File: src/verilog/ocpw_pkg.sv
package ocpw_pkg;

  // channel count and widths
  localparam int NCH = 4;
  localparam int CW = 16;
  localparam int AW = 12;

  // register byte offsets
  localparam logic [AW-1:0] OFF_CTRL = 12'h000;
  localparam logic [AW-1:0] OFF_MOD = 12'h004;
  localparam logic [AW-1:0] OFF_STAT = 12'h008;
  localparam logic [AW-1:0] OFF_CNT = 12'h00c;
  localparam logic [AW-1:0] OFF_CH_CTL = 12'h010;
  localparam logic [AW-1:0] OFF_CH_VAL = 12'h014;
  localparam logic [AW-1:0] CH_STRIDE = 12'h008;

  // field positions
  localparam int CTRL_RUN_BIT = 0;
  localparam int CTRL_CLR_BIT = 1;
  localparam int STAT_OVF_BIT = 8;
  localparam int CH_CTL_W = 6;

  // decoded register ids
  localparam logic [3:0] RID_CTRL = 4'h0;
  localparam logic [3:0] RID_MOD = 4'h1;
  localparam logic [3:0] RID_STAT = 4'h2;
  localparam logic [3:0] RID_CNT = 4'h3;
  localparam logic [3:0] RID_CH_CTL = 4'h4;
  localparam logic [3:0] RID_CH_VAL = 4'h8;
  localparam logic [3:0] RID_NONE = 4'hf;

  // values after reset
  localparam logic [CW-1:0] MOD_RST = 16'hffff;
  localparam logic [CW-1:0] VAL_RST = 16'h0000;
  localparam logic RUN_RST = 1'b0;

  // bus responses
  localparam logic [1:0] RESP_OKAY = 2'h0;
  localparam logic [1:0] RESP_SLVERR = 2'h2;

  // per-channel control word, lsb first: els_low, els_high, tog_ovf, force_max, pwm, buffered
  typedef struct packed {
    logic buffered;
    logic pwm;
    logic force_max;
    logic tog_ovf;
    logic edge_level_select_high;
    logic edge_level_select_low;
  } ocpw_chctl_t;

  localparam ocpw_chctl_t CHCTL_RST = 6'h00;

  // edge/level select encodings
  localparam logic [1:0] ELS_PORT = 2'h0;
  localparam logic [1:0] ELS_TOGGLE = 2'h1;
  localparam logic [1:0] ELS_CLEAR = 2'h2;
  localparam logic [1:0] ELS_SET = 2'h3;

  // timebase shared by all channels
  typedef struct packed {
    logic [CW-1:0] cnt;
    logic step;
    logic ovf;
  } ocpw_time_t;

  typedef struct packed {
    logic pin;
  } ocpw_chst_t;

  typedef struct packed {
    logic run;
    logic cnt_clr;
    logic [CW-1:0] modulo;
    logic [NCH-1:0] ch_flag;
    logic ovf_flag;
    ocpw_chctl_t [NCH-1:0] ctl;
    logic [NCH-1:0][CW-1:0] val;
    logic [NCH/2-1:0] sel_b;
    logic [NCH-1:0] pend;
    logic aw_got;
    logic [AW-1:0] aw_addr;
    logic w_got;
    logic [31:0] wdata;
    logic [3:0] wstrb;
    logic bvalid;
    logic [1:0] bresp;
    logic rvalid;
    logic [31:0] rdata;
    logic [1:0] rresp;
  } ocpw_top_t;

endpackage : ocpw_pkg

File: src/verilog/ocpw_counter.sv
module ocpw_counter (
  // clock and reset
  input wire logic aclk,
  input wire logic aresetn,
  input wire logic ce,
  // control
  input wire logic run,
  input wire logic tick,
  input wire logic clr,
  input wire logic [ocpw_pkg::CW-1:0] modulo,
  // timebase
  output ocpw_pkg::ocpw_time_t tb
);

  ocpw_pkg::ocpw_time_t s_reg;
  ocpw_pkg::ocpw_time_t s_next;

  always_comb begin
    s_next = s_reg;
    s_next.step = 1'b0;
    s_next.ovf = 1'b0;
    if (clr) begin
      s_next.cnt = '0;
    end else if (run && tick) begin
      s_next.step = 1'b1;
      if (s_reg.cnt == modulo) begin
        // wrap on the count after the modulo value
        s_next.cnt = '0;
        s_next.ovf = 1'b1;
      end else begin
        s_next.cnt = s_reg.cnt + 16'h0001;
      end
    end
  end

  always_ff @(posedge aclk) begin
    if (!aresetn) begin
      s_reg <= '0;
    end else if (ce) begin
      s_reg <= s_next;
    end
  end

  assign tb = s_reg;

endmodule : ocpw_counter

File: src/verilog/ocpw_chan.sv
module ocpw_chan (
  // clock and reset
  input wire logic aclk,
  input wire logic aresetn,
  input wire logic ce,
  // configuration
  input ocpw_pkg::ocpw_chctl_t ctl,
  input wire logic owned,
  input wire logic [ocpw_pkg::CW-1:0] cmp_val,
  // timebase
  input ocpw_pkg::ocpw_time_t tb,
  // pin and event
  output logic pin_out,
  output logic pin_oe,
  output logic match
);

  ocpw_pkg::ocpw_chst_t s_reg;
  ocpw_pkg::ocpw_chst_t s_next;
  logic [1:0] els;
  logic active;
  logic start_lvl;

  assign els = {ctl.edge_level_select_high, ctl.edge_level_select_low};
  assign active = owned && (els != ocpw_pkg::ELS_PORT);
  // compare is taken when the counter lands on the value, so a width of n is n counts
  assign match = active && tb.step && (tb.cnt == cmp_val);
  // clear-on-match pulses start high, set-on-match pulses start low
  assign start_lvl = (els == ocpw_pkg::ELS_CLEAR);

  always_comb begin
    s_next = s_reg;
    if (active) begin
      if (ctl.pwm && els != ocpw_pkg::ELS_TOGGLE) begin
        if (ctl.force_max) begin
          s_next.pin = start_lvl;
        end else begin
          if (tb.ovf) begin
            s_next.pin = start_lvl;
          end
          // a match on the overflow count wins, giving 0% width
          if (match) begin
            s_next.pin = ~start_lvl;
          end
        end
      end else begin
        if (tb.ovf && ctl.tog_ovf) begin
          s_next.pin = ~s_next.pin;
        end
        if (match) begin
          case (els)
            ocpw_pkg::ELS_TOGGLE: s_next.pin = ~s_next.pin;
            ocpw_pkg::ELS_CLEAR: s_next.pin = 1'b0;
            ocpw_pkg::ELS_SET: s_next.pin = 1'b1;
            default: s_next.pin = s_next.pin;
          endcase
        end
      end
    end
  end

  always_ff @(posedge aclk) begin
    if (!aresetn) begin
      s_reg <= '0;
    end else if (ce) begin
      s_reg <= s_next;
    end
  end

  assign pin_out = s_reg.pin;
  assign pin_oe = active;

endmodule : ocpw_chan

File: src/verilog/ocpw_top.sv
module ocpw_top (
  // clock and reset
  input wire logic aclk,
  input wire logic aresetn,
  input wire logic ce,
  // counter clock enable from the prescaler
  input wire logic count_tick,
  // axi4-lite write address
  input wire logic awvalid,
  output logic awready,
  input wire logic [ocpw_pkg::AW-1:0] awaddr,
  input wire logic [2:0] awprot,
  // axi4-lite write data
  input wire logic wvalid,
  output logic wready,
  input wire logic [31:0] wdata,
  input wire logic [3:0] wstrb,
  // axi4-lite write response
  output logic bvalid,
  input wire logic bready,
  output logic [1:0] bresp,
  // axi4-lite read address
  input wire logic arvalid,
  output logic arready,
  input wire logic [ocpw_pkg::AW-1:0] araddr,
  input wire logic [2:0] arprot,
  // axi4-lite read data
  output logic rvalid,
  input wire logic rready,
  output logic [31:0] rdata,
  output logic [1:0] rresp,
  // channel pins
  output logic [ocpw_pkg::NCH-1:0] chan_out,
  output logic [ocpw_pkg::NCH-1:0] chan_oe
);

  ocpw_pkg::ocpw_top_t s_reg;
  ocpw_pkg::ocpw_top_t s_next;
  ocpw_pkg::ocpw_time_t tb;
  logic [ocpw_pkg::NCH-1:0] match;
  logic [ocpw_pkg::NCH-1:0] owned;
  logic [ocpw_pkg::NCH-1:0][ocpw_pkg::CW-1:0] cmp_val;

  // decode used by both the read and the write path
  function automatic logic [3:0] reg_id(input logic [ocpw_pkg::AW-1:0] a);
    logic [3:0] id;
    id = ocpw_pkg::RID_NONE;
    if (a == ocpw_pkg::OFF_CTRL) begin
      id = ocpw_pkg::RID_CTRL;
    end else if (a == ocpw_pkg::OFF_MOD) begin
      id = ocpw_pkg::RID_MOD;
    end else if (a == ocpw_pkg::OFF_STAT) begin
      id = ocpw_pkg::RID_STAT;
    end else if (a == ocpw_pkg::OFF_CNT) begin
      id = ocpw_pkg::RID_CNT;
    end
    for (int i = 0; i < ocpw_pkg::NCH; i++) begin
      if (a == ocpw_pkg::OFF_CH_CTL + ocpw_pkg::AW'(i) * ocpw_pkg::CH_STRIDE) begin
        id = ocpw_pkg::RID_CH_CTL + 4'(i);
      end
      if (a == ocpw_pkg::OFF_CH_VAL + ocpw_pkg::AW'(i) * ocpw_pkg::CH_STRIDE) begin
        id = ocpw_pkg::RID_CH_VAL + 4'(i);
      end
    end
    return id;
  endfunction : reg_id

  // byte-lane merge of a write into a stored word
  function automatic logic [31:0] lane_merge(input logic [31:0] old_w,
                                             input logic [31:0] new_w,
                                             input logic [3:0] strb);
    logic [31:0] r;
    r = old_w;
    for (int b = 0; b < 4; b++) begin
      if (strb[b]) begin
        r[8*b +: 8] = new_w[8*b +: 8];
      end
    end
    return r;
  endfunction : lane_merge

  // true when register k is the one its pair compares against; both
  // registers of an unbuffered pair count as active, so writes land at once
  function automatic logic reg_active(input ocpw_pkg::ocpw_top_t s, input int k);
    logic a;
    a = 1'b1;
    if (s.ctl[k & ~1].buffered) begin
      a = (s.sel_b[k/2] == k[0]);
    end
    return a;
  endfunction : reg_active

  // shared timebase
  ocpw_counter u_counter (
    .aclk(aclk),
    .aresetn(aresetn),
    .ce(ce),
    .run(s_reg.run),
    .tick(count_tick),
    .clr(s_reg.cnt_clr),
    .modulo(s_reg.modulo),
    .tb(tb)
  );

  // channels; an even channel with buffered set owns its odd partner
  for (genvar g = 0; g < ocpw_pkg::NCH; g++) begin : g_ch
    if (g % 2 == 0) begin : g_even
      assign owned[g] = 1'b1;
      assign cmp_val[g] = reg_active(s_reg, g) ?
                          s_reg.val[g] : s_reg.val[g+1];
    end else begin : g_odd
      assign owned[g] = !s_reg.ctl[g-1].buffered;
      assign cmp_val[g] = s_reg.val[g];
    end
    ocpw_chan u_chan (
      .aclk(aclk),
      .aresetn(aresetn),
      .ce(ce),
      .ctl(s_reg.ctl[g]),
      .owned(owned[g]),
      .cmp_val(cmp_val[g]),
      .tb(tb),
      .pin_out(chan_out[g]),
      .pin_oe(chan_oe[g]),
      .match(match[g])
    );
  end

  always_comb begin
    logic [3:0] wid;
    logic [3:0] rid;
    logic [31:0] cur;
    logic [31:0] mw;
    int k;
    s_next = s_reg;
    wid = reg_id(s_reg.aw_addr);
    rid = reg_id(araddr);
    cur = '0;
    mw = '0;
    k = 0;
    s_next.cnt_clr = 1'b0;

    // channel handshakes
    if (awvalid && awready) begin
      s_next.aw_got = 1'b1;
      s_next.aw_addr = awaddr;
    end
    if (wvalid && wready) begin
      s_next.w_got = 1'b1;
      s_next.wdata = wdata;
      s_next.wstrb = wstrb;
    end
    if (s_reg.bvalid && bready) begin
      s_next.bvalid = 1'b0;
    end
    if (s_reg.rvalid && rready) begin
      s_next.rvalid = 1'b0;
    end

    // pair hand-over happens only at overflow, so a write to the inactive register never cuts a pulse short
    // a write to the active register took effect already and leaves nothing pending
    if (tb.ovf) begin
      for (int p = 0; p < ocpw_pkg::NCH / 2; p++) begin
        if (s_reg.ctl[2*p].buffered) begin
          if (!s_reg.sel_b[p] && s_reg.pend[2*p+1]) begin
            s_next.sel_b[p] = 1'b1;
            s_next.pend[2*p+1] = 1'b0;
          end else if (s_reg.sel_b[p] && s_reg.pend[2*p]) begin
            s_next.sel_b[p] = 1'b0;
            s_next.pend[2*p] = 1'b0;
          end
        end
      end
    end

    // a pair that leaves buffered mode forgets its select and pending hand-over,
    // so buffering switched on again always starts from the even register
    for (int p = 0; p < ocpw_pkg::NCH / 2; p++) begin
      if (!s_reg.ctl[2*p].buffered) begin
        s_next.sel_b[p] = 1'b0;
        s_next.pend[2*p] = 1'b0;
        s_next.pend[2*p+1] = 1'b0;
      end
    end

    // register write once address and data are both held
    if (s_reg.aw_got && s_reg.w_got) begin
      s_next.aw_got = 1'b0;
      s_next.w_got = 1'b0;
      s_next.bvalid = 1'b1;
      s_next.bresp = (wid == ocpw_pkg::RID_NONE) ? ocpw_pkg::RESP_SLVERR : ocpw_pkg::RESP_OKAY;
      if (wid == ocpw_pkg::RID_CTRL) begin
        cur = 32'(s_reg.run);
        mw = lane_merge(cur, s_reg.wdata, s_reg.wstrb);
        s_next.run = mw[ocpw_pkg::CTRL_RUN_BIT];
        s_next.cnt_clr = mw[ocpw_pkg::CTRL_CLR_BIT];
      end else if (wid == ocpw_pkg::RID_MOD) begin
        mw = lane_merge(32'(s_reg.modulo), s_reg.wdata, s_reg.wstrb);
        s_next.modulo = mw[ocpw_pkg::CW-1:0];
      end else if (wid == ocpw_pkg::RID_STAT) begin
        mw = lane_merge('0, s_reg.wdata, s_reg.wstrb);
        s_next.ch_flag = s_reg.ch_flag & ~mw[ocpw_pkg::NCH-1:0];
        s_next.ovf_flag = s_reg.ovf_flag & ~mw[ocpw_pkg::STAT_OVF_BIT];
      end else if (wid >= ocpw_pkg::RID_CH_CTL && wid < ocpw_pkg::RID_CH_VAL) begin
        k = int'(wid - ocpw_pkg::RID_CH_CTL);
        mw = lane_merge(32'(s_reg.ctl[k]), s_reg.wdata, s_reg.wstrb);
        s_next.ctl[k] = mw[ocpw_pkg::CH_CTL_W-1:0];
      end else if (wid >= ocpw_pkg::RID_CH_VAL && wid < ocpw_pkg::RID_NONE) begin
        k = int'(wid - ocpw_pkg::RID_CH_VAL);
        mw = lane_merge(32'(s_reg.val[k]), s_reg.wdata, s_reg.wstrb);
        // active register takes effect at once; that is the unbuffered behaviour
        s_next.val[k] = mw[ocpw_pkg::CW-1:0];
        if (!reg_active(s_reg, k)) begin
          s_next.pend[k] = 1'b1;
        end
      end
    end

    // hardware sets after software clears, so a same-cycle event survives
    for (int c = 0; c < ocpw_pkg::NCH; c++) begin
      if (match[c]) begin
        s_next.ch_flag[c] = 1'b1;
      end
    end
    if (tb.ovf) begin
      s_next.ovf_flag = 1'b1;
    end

    // register read
    if (arvalid && arready) begin
      s_next.rvalid = 1'b1;
      s_next.rresp = ocpw_pkg::RESP_OKAY;
      s_next.rdata = '0;
      if (rid == ocpw_pkg::RID_CTRL) begin
        s_next.rdata[ocpw_pkg::CTRL_RUN_BIT] = s_reg.run;
      end else if (rid == ocpw_pkg::RID_MOD) begin
        s_next.rdata = 32'(s_reg.modulo);
      end else if (rid == ocpw_pkg::RID_STAT) begin
        s_next.rdata[ocpw_pkg::NCH-1:0] = s_reg.ch_flag;
        s_next.rdata[ocpw_pkg::STAT_OVF_BIT] = s_reg.ovf_flag;
        s_next.rdata[ocpw_pkg::STAT_OVF_BIT+1 +: ocpw_pkg::NCH/2] = s_reg.sel_b;
      end else if (rid == ocpw_pkg::RID_CNT) begin
        s_next.rdata = 32'(tb.cnt);
      end else if (rid >= ocpw_pkg::RID_CH_CTL && rid < ocpw_pkg::RID_CH_VAL) begin
        s_next.rdata = 32'(s_reg.ctl[int'(rid - ocpw_pkg::RID_CH_CTL)]);
      end else if (rid >= ocpw_pkg::RID_CH_VAL && rid < ocpw_pkg::RID_NONE) begin
        s_next.rdata = 32'(s_reg.val[int'(rid - ocpw_pkg::RID_CH_VAL)]);
      end else begin
        s_next.rresp = ocpw_pkg::RESP_SLVERR;
      end
    end
  end

  // bus state freezes with the rest while the clock enable is low
  always_ff @(posedge aclk) begin
    if (!aresetn) begin
      // fields that come up non-zero are set over the clear
      s_reg <= '0;
      s_reg.run <= ocpw_pkg::RUN_RST;
      s_reg.modulo <= ocpw_pkg::MOD_RST;
      s_reg.ctl <= {ocpw_pkg::NCH{ocpw_pkg::CHCTL_RST}};
      s_reg.val <= {ocpw_pkg::NCH{ocpw_pkg::VAL_RST}};
    end else if (ce) begin
      s_reg <= s_next;
    end
  end

  // one write and one read in flight at a time
  // readys drop while the clock enable is low: the frozen state could not
  // capture a beat, and a master would otherwise count it as taken
  // limitation: a response taken while frozen is shown once more afterwards
  assign awready = ce && !s_reg.aw_got && !s_reg.bvalid;
  assign wready = ce && !s_reg.w_got && !s_reg.bvalid;
  assign arready = ce && !s_reg.rvalid;
  assign bvalid = s_reg.bvalid;
  assign bresp = s_reg.bresp;
  assign rvalid = s_reg.rvalid;
  assign rdata = s_reg.rdata;
  assign rresp = s_reg.rresp;

endmodule : ocpw_top

File: config.mk
export PLATFORM = sky130hd
export DESIGN_NAME = ocpw_top
export DESIGN_NICKNAME = d
export VERILOG_FILES = /design/src/verilog/ocpw_pkg.sv /design/src/verilog/ocpw_counter.sv /design/src/verilog/ocpw_chan.sv /design/src/verilog/ocpw_top.sv
export SDC_FILE = /design/constraint.sdc
export NUM_CORES = 1
export LEC_CHECK = 0
export BUFFER_PORTS_ARGS = -buffer_cell sky130_fd_sc_hd__clkbuf_2
export CAP_MARGIN = 20
export CORE_MARGIN = 10
export CORE_UTILIZATION = 55
export DETAILED_ROUTE_END_ITERATION = 10
export PLACE_DENSITY = 0.75
export SLEW_MARGIN = 20
export SYNTH_ARGS = -nofsm -noshare
export SYNTH_HDL_FRONTEND = slang
export SYNTH_HIERARCHICAL = 1
export SYNTH_SLANG_ARGS = --single-unit
File: constraint.sdc
create_clock -name aclk -period 4.3 [get_ports aclk]
set_clock_uncertainty 0.1 [all_clocks]
set_input_delay 0.645 -clock aclk [delete_from_list [all_inputs] [get_ports aclk]]
set_output_delay 0.645 -clock aclk [all_outputs]
set_load 0.01 [all_outputs]
==> results of run 1 <==
-- area by class of cell --
| class | instances | share of cell area [%] |
|---|---|---|
| sequential | 191 | 30.54 |
| clock buffer | 17 | 3.398 |
| inverter | 23 | 0.6896 |
| antenna | 1 | 0.01999 |
| timing repair buffer | 95 | 4.197 |
| tap | 275 | 2.748 |
| clock inverter | 15 | 1.349 |
| multi-input combinational | 1151 | 57.06 |
-- layer usage --
layer  wire length [um]  GRT usage, %
met1              15060         35.70
met2              15630         38.22
met3               4922         7.214
met4               1149         9.377
met5                  0             0
-- layout by cell type, fill, tap and decap left out, drive strengths merged, types with 13 or more instances in the layout --
cell type,synthesis,layout
nand4,27,27
nand2b,15,15
xor2,34,34
mux2i,33,33
xnor2,60,60
a31oi,30,30
nor4,20,20
dfxtp,191,191
inv,23,29
a21oi,91,91
buf,69,15
o211ai,13,13
nand3,140,140
nor2,55,55
a22oi,17,17
conb,2,22
o21ai,111,111
clkbuf,54,97
mux2,36,36
nand2,291,291
-- worst max-delay path, cell delays in order (launching register included) --
cell and delay, ns:
dfxtp_1 0.56, nand2_1 0.57, mux2_2 0.47, xor2_1 0.17, nor4_2 0.35, nand3_1 0.18, nor4_4 0.35, mux2i_1 0.27
nor3b_2 0.06
-- final timing paths --
| kind | from | end | cells after the start |
|---|---|---|---|
| min reg2reg | rdata[9] | rdata[9] | 2 |
| min | wdata[8] | s_reg[50] | 3 |
| max reg2reg | s_reg[92] | g_ch[0].u_chan/pin_out | 8 |
| max | s_reg[92] | g_ch[0].u_chan/pin_out | 8 |
-- cells by family after synthesis --
group,after synthesis,synth area share (%)
AND/OR/NAND/NOR,621,27.33
AO/OA/AOI/OAI,333,17.97
flip-flops,191,32.92
buffers and inverters,146,6.495
XOR/XNOR,94,7.087
multiplexers,76,7.691
adder cells (fa/ha/maj),5,0.4524
other,2,0.06465
-- power breakdown --
| part | switching, uW | internal, uW |
|---|---|---|
| registers | 34.0 | 1790 |
| clock network | 801 | 782 |
| logic | 238 | 105 |
-- through the flow --
| step | cell area, um2 | power [uW] | hold slack (ns) | setup WS, ns | utilization, % |
|---|---|---|---|---|---|
| 6_report | 12520 | 3748 | 0.3083 | 1.090 | 59.93 |
| 5_1_grt | 12520 | 3866 | 0.3076 | 0.9974 | 59.93 |
| 4_1_cts | 12520 | 3754 | 0.3002 | 1.169 | 59.92 |
| 3_5_place_dp | 11920 | 2196 | 0.3433 | 1.177 | 57.08 |
| 3_3_place_gp | 11920 | 2190 | 0.3416 | 1.234 | 57.08 |
| 2_1_floorplan | 11690 | 2104 | 0.3228 | 1.463 | - |
==> results_dict.tcl, run 1 <==
set metrics [dict create \
    status "complete, no violations" \
    finalSetupViolations 0 \
    cp-start-kind "register" \
    routed_wl_um 36760 \
    synth_cells 1468 \
    wl_per_cell_um 20.79 \
    seqCellArea_um2 3824 \
    cp.arrival_ns 3.45 \
    dp_cells 1735 \
    period_needed_ns 3.210 \
    cts_resized 0 \
    yosysMostFrequentCell "nand2_1" \
    tightest_slew_ns 0.9722 \
    rsz0062_at_grt "no" \
    dr.first_iter.drc_count 1338 \
    period_share_pct 74.65 \
    postCtsSetupRepairBufs 0 \
    slew_viol_final 0 \
    cts-root-buf "clkbuf_16" \
    drtPass1Iterations 6 \
    fmax_ghz 0.3115 \
    cts.path.max_buffers 2 \
    vias_per_cell 6.308 \
    fp.dieH_um 165.3 \
    p_leak_uw 0.004711 \
    dieArea_um2 27330 \
    core_area_um2 20890 \
    cp-end-kind "register" \
    yosys_warnings 6 \
    finalHoldViolCount 0 \
    grt_pass1_wl_um 55840 \
    ys_seq_area_share_pct 32.92 \
    io_pins 124 \
    worst_ep_required_time_ns 4.54 \
    fillers 1865 \
    clock-sinks 191 \
    synthTopCellsByArea "dfxtp_1 33%, nand2_1 9.4%, nand3_1 5.8%" \
    criticalPathCategory "register to register" \
    fin_cells 1768 \
    grt_use_total_pct 26.00 \
    synth_area_um2 11620 \
    cts_hold_buf 0 \
    clk_pin_slew_worst_paths_ns 0.08 \
    grt_pass1_vias 10090 \
    synth_area_per_cell_um2 7.913 \
    dp_hpwl_um 26510 \
    cap_violations 0 \
    post-route-drc-count 0 \
    ys_async_sr_fraction_pct 0 \
    ys_ff_latch 191 \
    ctsHtreeMaxLevel 4 \
    ys.flop_type "dfxtp_1" \
    cts_buffers 17 \
    synthTopCellsByCount "291 x nand2_1, 191 x dfxtp_1, 134 x nand3_1" \
    multi_input_area_um2 7143 \
    powerDensity_nw_per_um2 299.3 \
    ant_nets 0 \
    syn_to_final_growth_pct 7.777 \
    crit_fanout 16 \
    grt_max_degree 97 \
    min_path_type "primary input to register" \
    cts_tree "yes" \
    rrSetupSlack_ns 1.09 \
    tns_ns 0 \
    clock_latency_ns 0.45 \
    slew_headroom_pct 34.99 \
    place_congestion 0.9654 \
    die_w_um 165.3 \
    synth.distinct_cells 78 \
    synth_area_leader_cell "dfxtp_1" \
    num_vias 11150 \
    final_layout_size_suffix_gt1_share_pct 15.75 \
    antenna_found_initial 1 \
    synth_edf_count 0 \
    start_util_pct 55.61 \
    row_count 53 \
    vdd_drop_max_mv 0.2957 \
    port-buffer-count 81 \
    synth_top_area_share_pct 32.92 \
    nNetsFinal 1555 \
    grt-ovfl-total 0 \
]
(Power assumes the default switching activity.)
==> inputs of run 2 (changes only) <==
- ABC_AREA: unset -> 1
- clock period: 4.3 -> 3 ns (I/O delays scaled with it)
==> results_dict.tcl, run 2 <==
set metrics [dict create \
    synth.distinct_cells 51 \
    finalHoldViolCount 0 \
    dp_cells 2623 \
    drtPass1Iterations 6 \
    finalSetupViolations 0 \
    slew_headroom_pct 38.49 \
    worst_ep_required_time_ns 3.28 \
    swShare_pct 29.89 \
    tns_ns 0 \
    cp-start-kind "register" \
    synth_cells 2274 \
    fmax_ghz 0.3618 \
    cts_hold_buf 0 \
    netSwitchingPower_uw 1641 \
    holdWs_ns 0.1503 \
    io_pins 124 \
    cts_buffers 17 \
    combPwrFrac_pct 10.8 \
    synthTopCellsByArea "dfxtp_1 28%, nand2_1 19%, inv_1 10%" \
    cp.arrival_ns 3.04 \
    fin_cells 2655 \
    ys_async_sr_fraction_pct 0 \
    vias_per_cell 5.521 \
    status "complete, no violations" \
    p_leak_uw 0.006849 \
    period_needed_ns 2.764 \
    cts.path.max_buffers 2 \
    cap_violations 0 \
    dieArea_um2 31540 \
    layout_commonest_cell "nand2_1" \
    vdd_drop_max_mv 0.3661 \
    grt_pass1_vias 13160 \
    syn_to_final_growth_pct 7.869 \
    wl_per_cell_um 17.16 \
    ys.flop_type "dfxtp_1" \
    crit_fanout 27 \
    min_path_cells 3 \
    synthTopCellsByCount "708 x nand2_1, 370 x inv_1, 191 x dfxtp_1" \
    dr.first_iter.drc_count 1817 \
    wl_met1_um 19240 \
    r2r_start "s_reg[92]" \
    wl_met2_um 19850 \
    routed_wl_um 45560 \
    core_area_um2 24390 \
    grt_use_total_pct 28.52 \
    antenna_found_initial 0 \
    highest_layer "met4" \
    grt_max_degree 85 \
    hold_end "s_reg[75]" \
    n_antenna_cell 0 \
    ant_nets 0 \
    p_int_uw 3849 \
    ys_ff_latch 191 \
    synth_area_leader_cell "dfxtp_1" \
    seqPwrFrac_pct 47.4 \
    regToRegEndpoint "g_ch[0].u_chan/pin_out" \
    synth_edf_count 0 \
    rsz0062_at_grt "no" \
    synth_area_um2 13660 \
    dp_hpwl_um 34780 \
    powerDensity_nw_per_um2 372.6 \
    final_layout_size_suffix_gt1_share_pct 13.34 \
    criticalPathCategory "register to register" \
    start_util_pct 56.00 \
    rr_worst_depth 13 \
    tightest_slew_ns 0.9214 \
    postCtsSetupRepairBufs 0 \
    nNetsFinal 2394 \
    cts_resized 0 \
    cp-end-kind "register" \
    wl_met3_um 4315 \
    grt-ovfl-total 0 \
    ctsHtreeMaxLevel 4 \
    ys_seq_area_share_pct 28.00 \
    clk_pin_slew_worst_paths_ns 0.08 \
    clock-sinks 191 \
    seqCellArea_um2 3824 \
    cts-root-buf "clkbuf_16" \
    yosys_warnings 6 \
    period_share_pct 92.14 \
    grt_pass1_wl_um 71350 \
    slew_viol_final 0 \
    die_w_um 177.6 \
    synth_top_area_share_pct 28.00 \
    num_vias 14660 \
    port-buffer-count 81 \
    row_count 57 \
    min_path_type "primary input to register" \
    final_cell_mix "708 x nand2_1, 370 x inv_1, 191 x dfxtp_1" \
    post-route-drc-count 0 \
    yosysMostFrequentCell "nand2_1" \
    fp.dieH_um 177.6 \
    clkPwrFrac_pct 41.9 \
    rrSetupSlack_ns 0.24 \
    clock_latency_ns 0.45 \
    synth_area_per_cell_um2 6.006 \
    place_congestion 0.9893 \
    hold_start "awaddr[0]" \
    cts_tree "yes" \
    multi_input_area_um2 7716 \
    fillers 2405 \
]
## run 2: cell types whose count changed after synthesis, sizes merged, moves of 52 or more
cell / previous run / this run
inv: 23 / 402
nand2: 291 / 731
a21oi: 91 / 172
o21ai: 111 / 223
nor2: 55 / 194
xnor2: 60 / 8
## run 2: final cells by class
class / count / area share [%]
repair buffers: 112 / 4.586
multi-input cells: 1590 / 52.37
inverters: 406 / 10.39
clock buffers: 18 / 2.981
clock inverters: 14 / 0.9682
well taps: 324 / 2.752
flip-flops and latches: 191 / 25.95
## run 2: cells by family (layout without fill, tap and decap cells)
family                     Yosys count  in the layout  synth area share [%]
buffers and inverters              511            550                 16.00
adders and majority gates            1              1               0.09159
DFF                                191            191                 28.00
AOI/OAI and AO/OA                  458            458                 18.78
and+or+nand+nor                   1090           1090                 35.73
xor gates and xnor gates            21             21                 1.347
other                                2             20               0.05499
## run 2: worst max-delay path, stage by stage, from the launching register on
cell	delay, ns
dfxtp_1	0.42
nand2_1	0.10
buf_4	0.23
o21ai_0	0.61
o21ai_0	0.20
nor2_1	0.11
nand2_1	0.07
nor2_2	0.25
nand3_2	0.15
nand2_2	0.09
nand3_2	0.07
nand2_1	0.08
nand2_1	0.06
a21oi_2	0.14
## run 2: how the worst max path moves through the flow
| stage | from | end | slack (ns) | cells past startpoint |
|---|---|---|---|---|
| 5_1_grt | register | g_ch[0].u_chan/pin_out | 0.05 | 15 |
| 3_3_place_gp | araddr[7] | rdata[4] | 0.37 | 14 |
| 4_1_cts | s_reg[92] | g_ch[0].u_chan/pin_out | 0.34 | 15 |
| 6_report | s_reg[92] | g_ch[0].u_chan/pin_out | 0.24 | 13 |
| 2_1_floorplan | araddr[9] | rdata[5] | 0.88 | 16 |
| 3_5_place_dp | araddr[7] | rdata[4] | 0.30 | 14 |
## run 2: routing by layer
| metal | track usage [%] | vias up |
|---|---|---|
| li1 | - | 7173 |
| met1 | 37.90 | 6646 |
| met2 | 44.36 | 726 |
| met3 | 4.632 | 114 |
| met4 | 13.30 | 0 |
| met5 | 0 | - |
## run 2: power by group through the flow
| stage | combinational [uW] | sequential (uW) | clock [uW] |
|---|---|---|---|
| after floorplan | 407 | 2650 | 0 |
| after global placement | 559 | 2660 | 0 |
| after detailed placement | 570 | 2660 | 0 |
| after CTS | 571 | 2600 | 2320 |
| after global routing | 633 | 2600 | 2440 |
| final | 591 | 2600 | 2300 |
## run 2: per-stage QoR
stage / instance area [um2] / setup slack (ns) / utilization (%) / power, uW
after global placement: 14150 / 0.3727 / 58.02 / 3217
after detailed placement: 14150 / 0.2985 / 58.02 / 3230
final: 14730 / 0.2358 / 60.40 / 5490
after global routing: 14730 / 0.04726 / 60.40 / 5681
after CTS: 14730 / 0.3360 / 60.40 / 5494
after floorplan: 13730 / 0.8834 / - / 3053
==> inputs of run 3 (changes only) <==
- PLACE_DENSITY: 0.75 -> unset
- PLACE_DENSITY_LB_ADDON: unset -> 0.05
- clock period: 3 -> 3.4 ns (I/O delays scaled with it)
==> results_dict.tcl, run 3 (synthesis results as in run 2) <==
set metrics [dict create \
    postCtsSetupRepairBufs 0 \
    clock_latency_ns 0.45 \
    total_power_uw 4959 \
    layout_commonest_cell "nand2_1" \
    min_path_cells 3 \
    ctsHtreeMaxLevel 4 \
    fin_cells 2643 \
    cts_buffers 17 \
    dieArea_um2 31540 \
    rsz0062_at_grt "no" \
    tns_ns 0 \
    fmax_ghz 0.3682 \
    period_needed_ns 2.716 \
    clk_pin_slew_worst_paths_ns 0.08 \
    hold_start "awaddr[0]" \
    grt_use_total_pct 28.52 \
    dp_cells 2612 \
    final_layout_size_suffix_gt1_share_pct 12.89 \
    dr.first_iter.drc_count 1634 \
    io_pins 124 \
    num_vias 14290 \
    worst_ep_required_time_ns 3.70 \
    multi_input_area_um2 7716 \
    seqPwrFrac_pct 46.3 \
    fp.dieH_um 177.6 \
    powerDensity_nw_per_um2 338.1 \
    cap_violations 0 \
    finalHoldViolCount 0 \
    cts_hold_buf 0 \
    vias_per_cell 5.408 \
    antenna_found_initial 0 \
    syn_to_final_growth_pct 7.393 \
    grt-ovfl-total 0 \
    dp_hpwl_um 34430 \
    ant_nets 0 \
    clock-sinks 191 \
    cp-end-kind "register" \
    cp.arrival_ns 3.01 \
    row_count 57 \
    vdd_drop_max_mv 0.2610 \
    rrSetupSlack_ns 0.68 \
    n_antenna_cell 0 \
    cts-root-buf "clkbuf_16" \
    final_area_um2 14670 \
    cts_resized 0 \
    combPwrFrac_pct 10.4 \
    dp_slack_ns 0.4401 \
    fillers 2508 \
    core_area_um2 24390 \
    clkPwrFrac_pct 43.3 \
    crit_fanout 19 \
    hold_end "s_reg[75]" \
    finalSetupViolations 0 \
    grt_pass1_vias 13060 \
    netSwitchingPower_uw 1431 \
    nNetsFinal 2383 \
    slew_viol_final 0 \
    criticalPathCategory "register to register" \
    p_leak_uw 0.006810 \
    r2r_start "s_reg[81]" \
    placed_area_um2 14060 \
    routed_wl_um 45610 \
    post-route-drc-count 0 \
    seqCellArea_um2 3824 \
    tightest_slew_ns 0.9161 \
    grt_pass1_wl_um 71160 \
    drtPass1Iterations 7 \
    die_w_um 177.6 \
    grt_max_degree 85 \
    cp-start-kind "register" \
    p_int_uw 3529 \
    min_path_type "primary input to register" \
    startpoint "s_reg[81]" \
    status "complete, no violations" \
    port-buffer-count 81 \
    period_share_pct 79.89 \
    final_cell_mix "708 x nand2_1, 370 x inv_1, 191 x dfxtp_1" \
    start_util_pct 56.00 \
    cts_tree "yes" \
    rr_worst_depth 12 \
    wl_per_cell_um 17.26 \
    setup_ws_ns 0.6839 \
    place_congestion 1.028 \
    slew_headroom_pct 38.93 \
    cts.path.max_buffers 2 \
    swShare_pct 28.85 \
]
run 3: cell count changes in the layout (fill, tap and decap cells not counted):
cell       delta
clkinv_4      -1
clkinv_2      -1
clkinv_8      -1
buf_4        -10
bufinv_16     +2
buf_12        -1
run 3: layout make-up:
type / count / share of cell area [%]
multi-input cells: 1590 / 52.61
clock inverters: 13 / 1.177
flip-flops and latches: 191 / 26.07
well taps: 324 / 2.764
repair buffers: 101 / 3.958
clock buffers: 18 / 2.994
inverters: 406 / 10.43
run 3: how the worst max path moves through the flow:
stage          slack, ns       end  cells past startpoint
2_1_floorplan       1.22  rdata[5]                     16
6_report            0.68  register                     12
5_1_grt             0.51  register                     11
4_1_cts             0.75  register                     11
3_5_place_dp        0.44  rdata[6]                     14
3_3_place_gp        0.49  rdata[8]                     15
run 3: through the flow:
step | hold slack (ns) | utilization (%)
floorplan | 0.3242 | -
global placement | 0.3516 | 57.63
detailed placement | 0.3472 | 57.63
CTS | 0.2039 | 60.14
global route | 0.2216 | 60.14
finish | 0.2033 | 60.14
run 3: critical path, stage by stage, from the launching register on:
cell and delay [ns]:
dfxtp_1 0.34, nor2_4 0.16, nand3_1 0.16, nand3b_1 0.32
nand3_2 0.19, nor2_8 0.07, nand2_8 0.16, o21ai_4 0.11
nor2_4 0.45, inv_2 0.25, a21oi_1 0.18, o21ai_0 0.09
inv_1 0.07
run 3: per-layer routing:
layer	global-route usage [%]	vias to the layer above	part of all wire, %
met5	0	-	0
met1	38.60	6411	43
li1	-	7143	-
met3	3.272	95	7.9
met4	11.46	0	3.4
met2	45.32	644	45
run 3: power by group through the flow:
stage	registers [uW]	clock network, uW	logic, uW
floorplan	2330	0	359
global placement	2350	0	494
detailed placement	2350	0	501
CTS	2290	2170	503
global route	2300	2250	554
finish	2300	2150	515
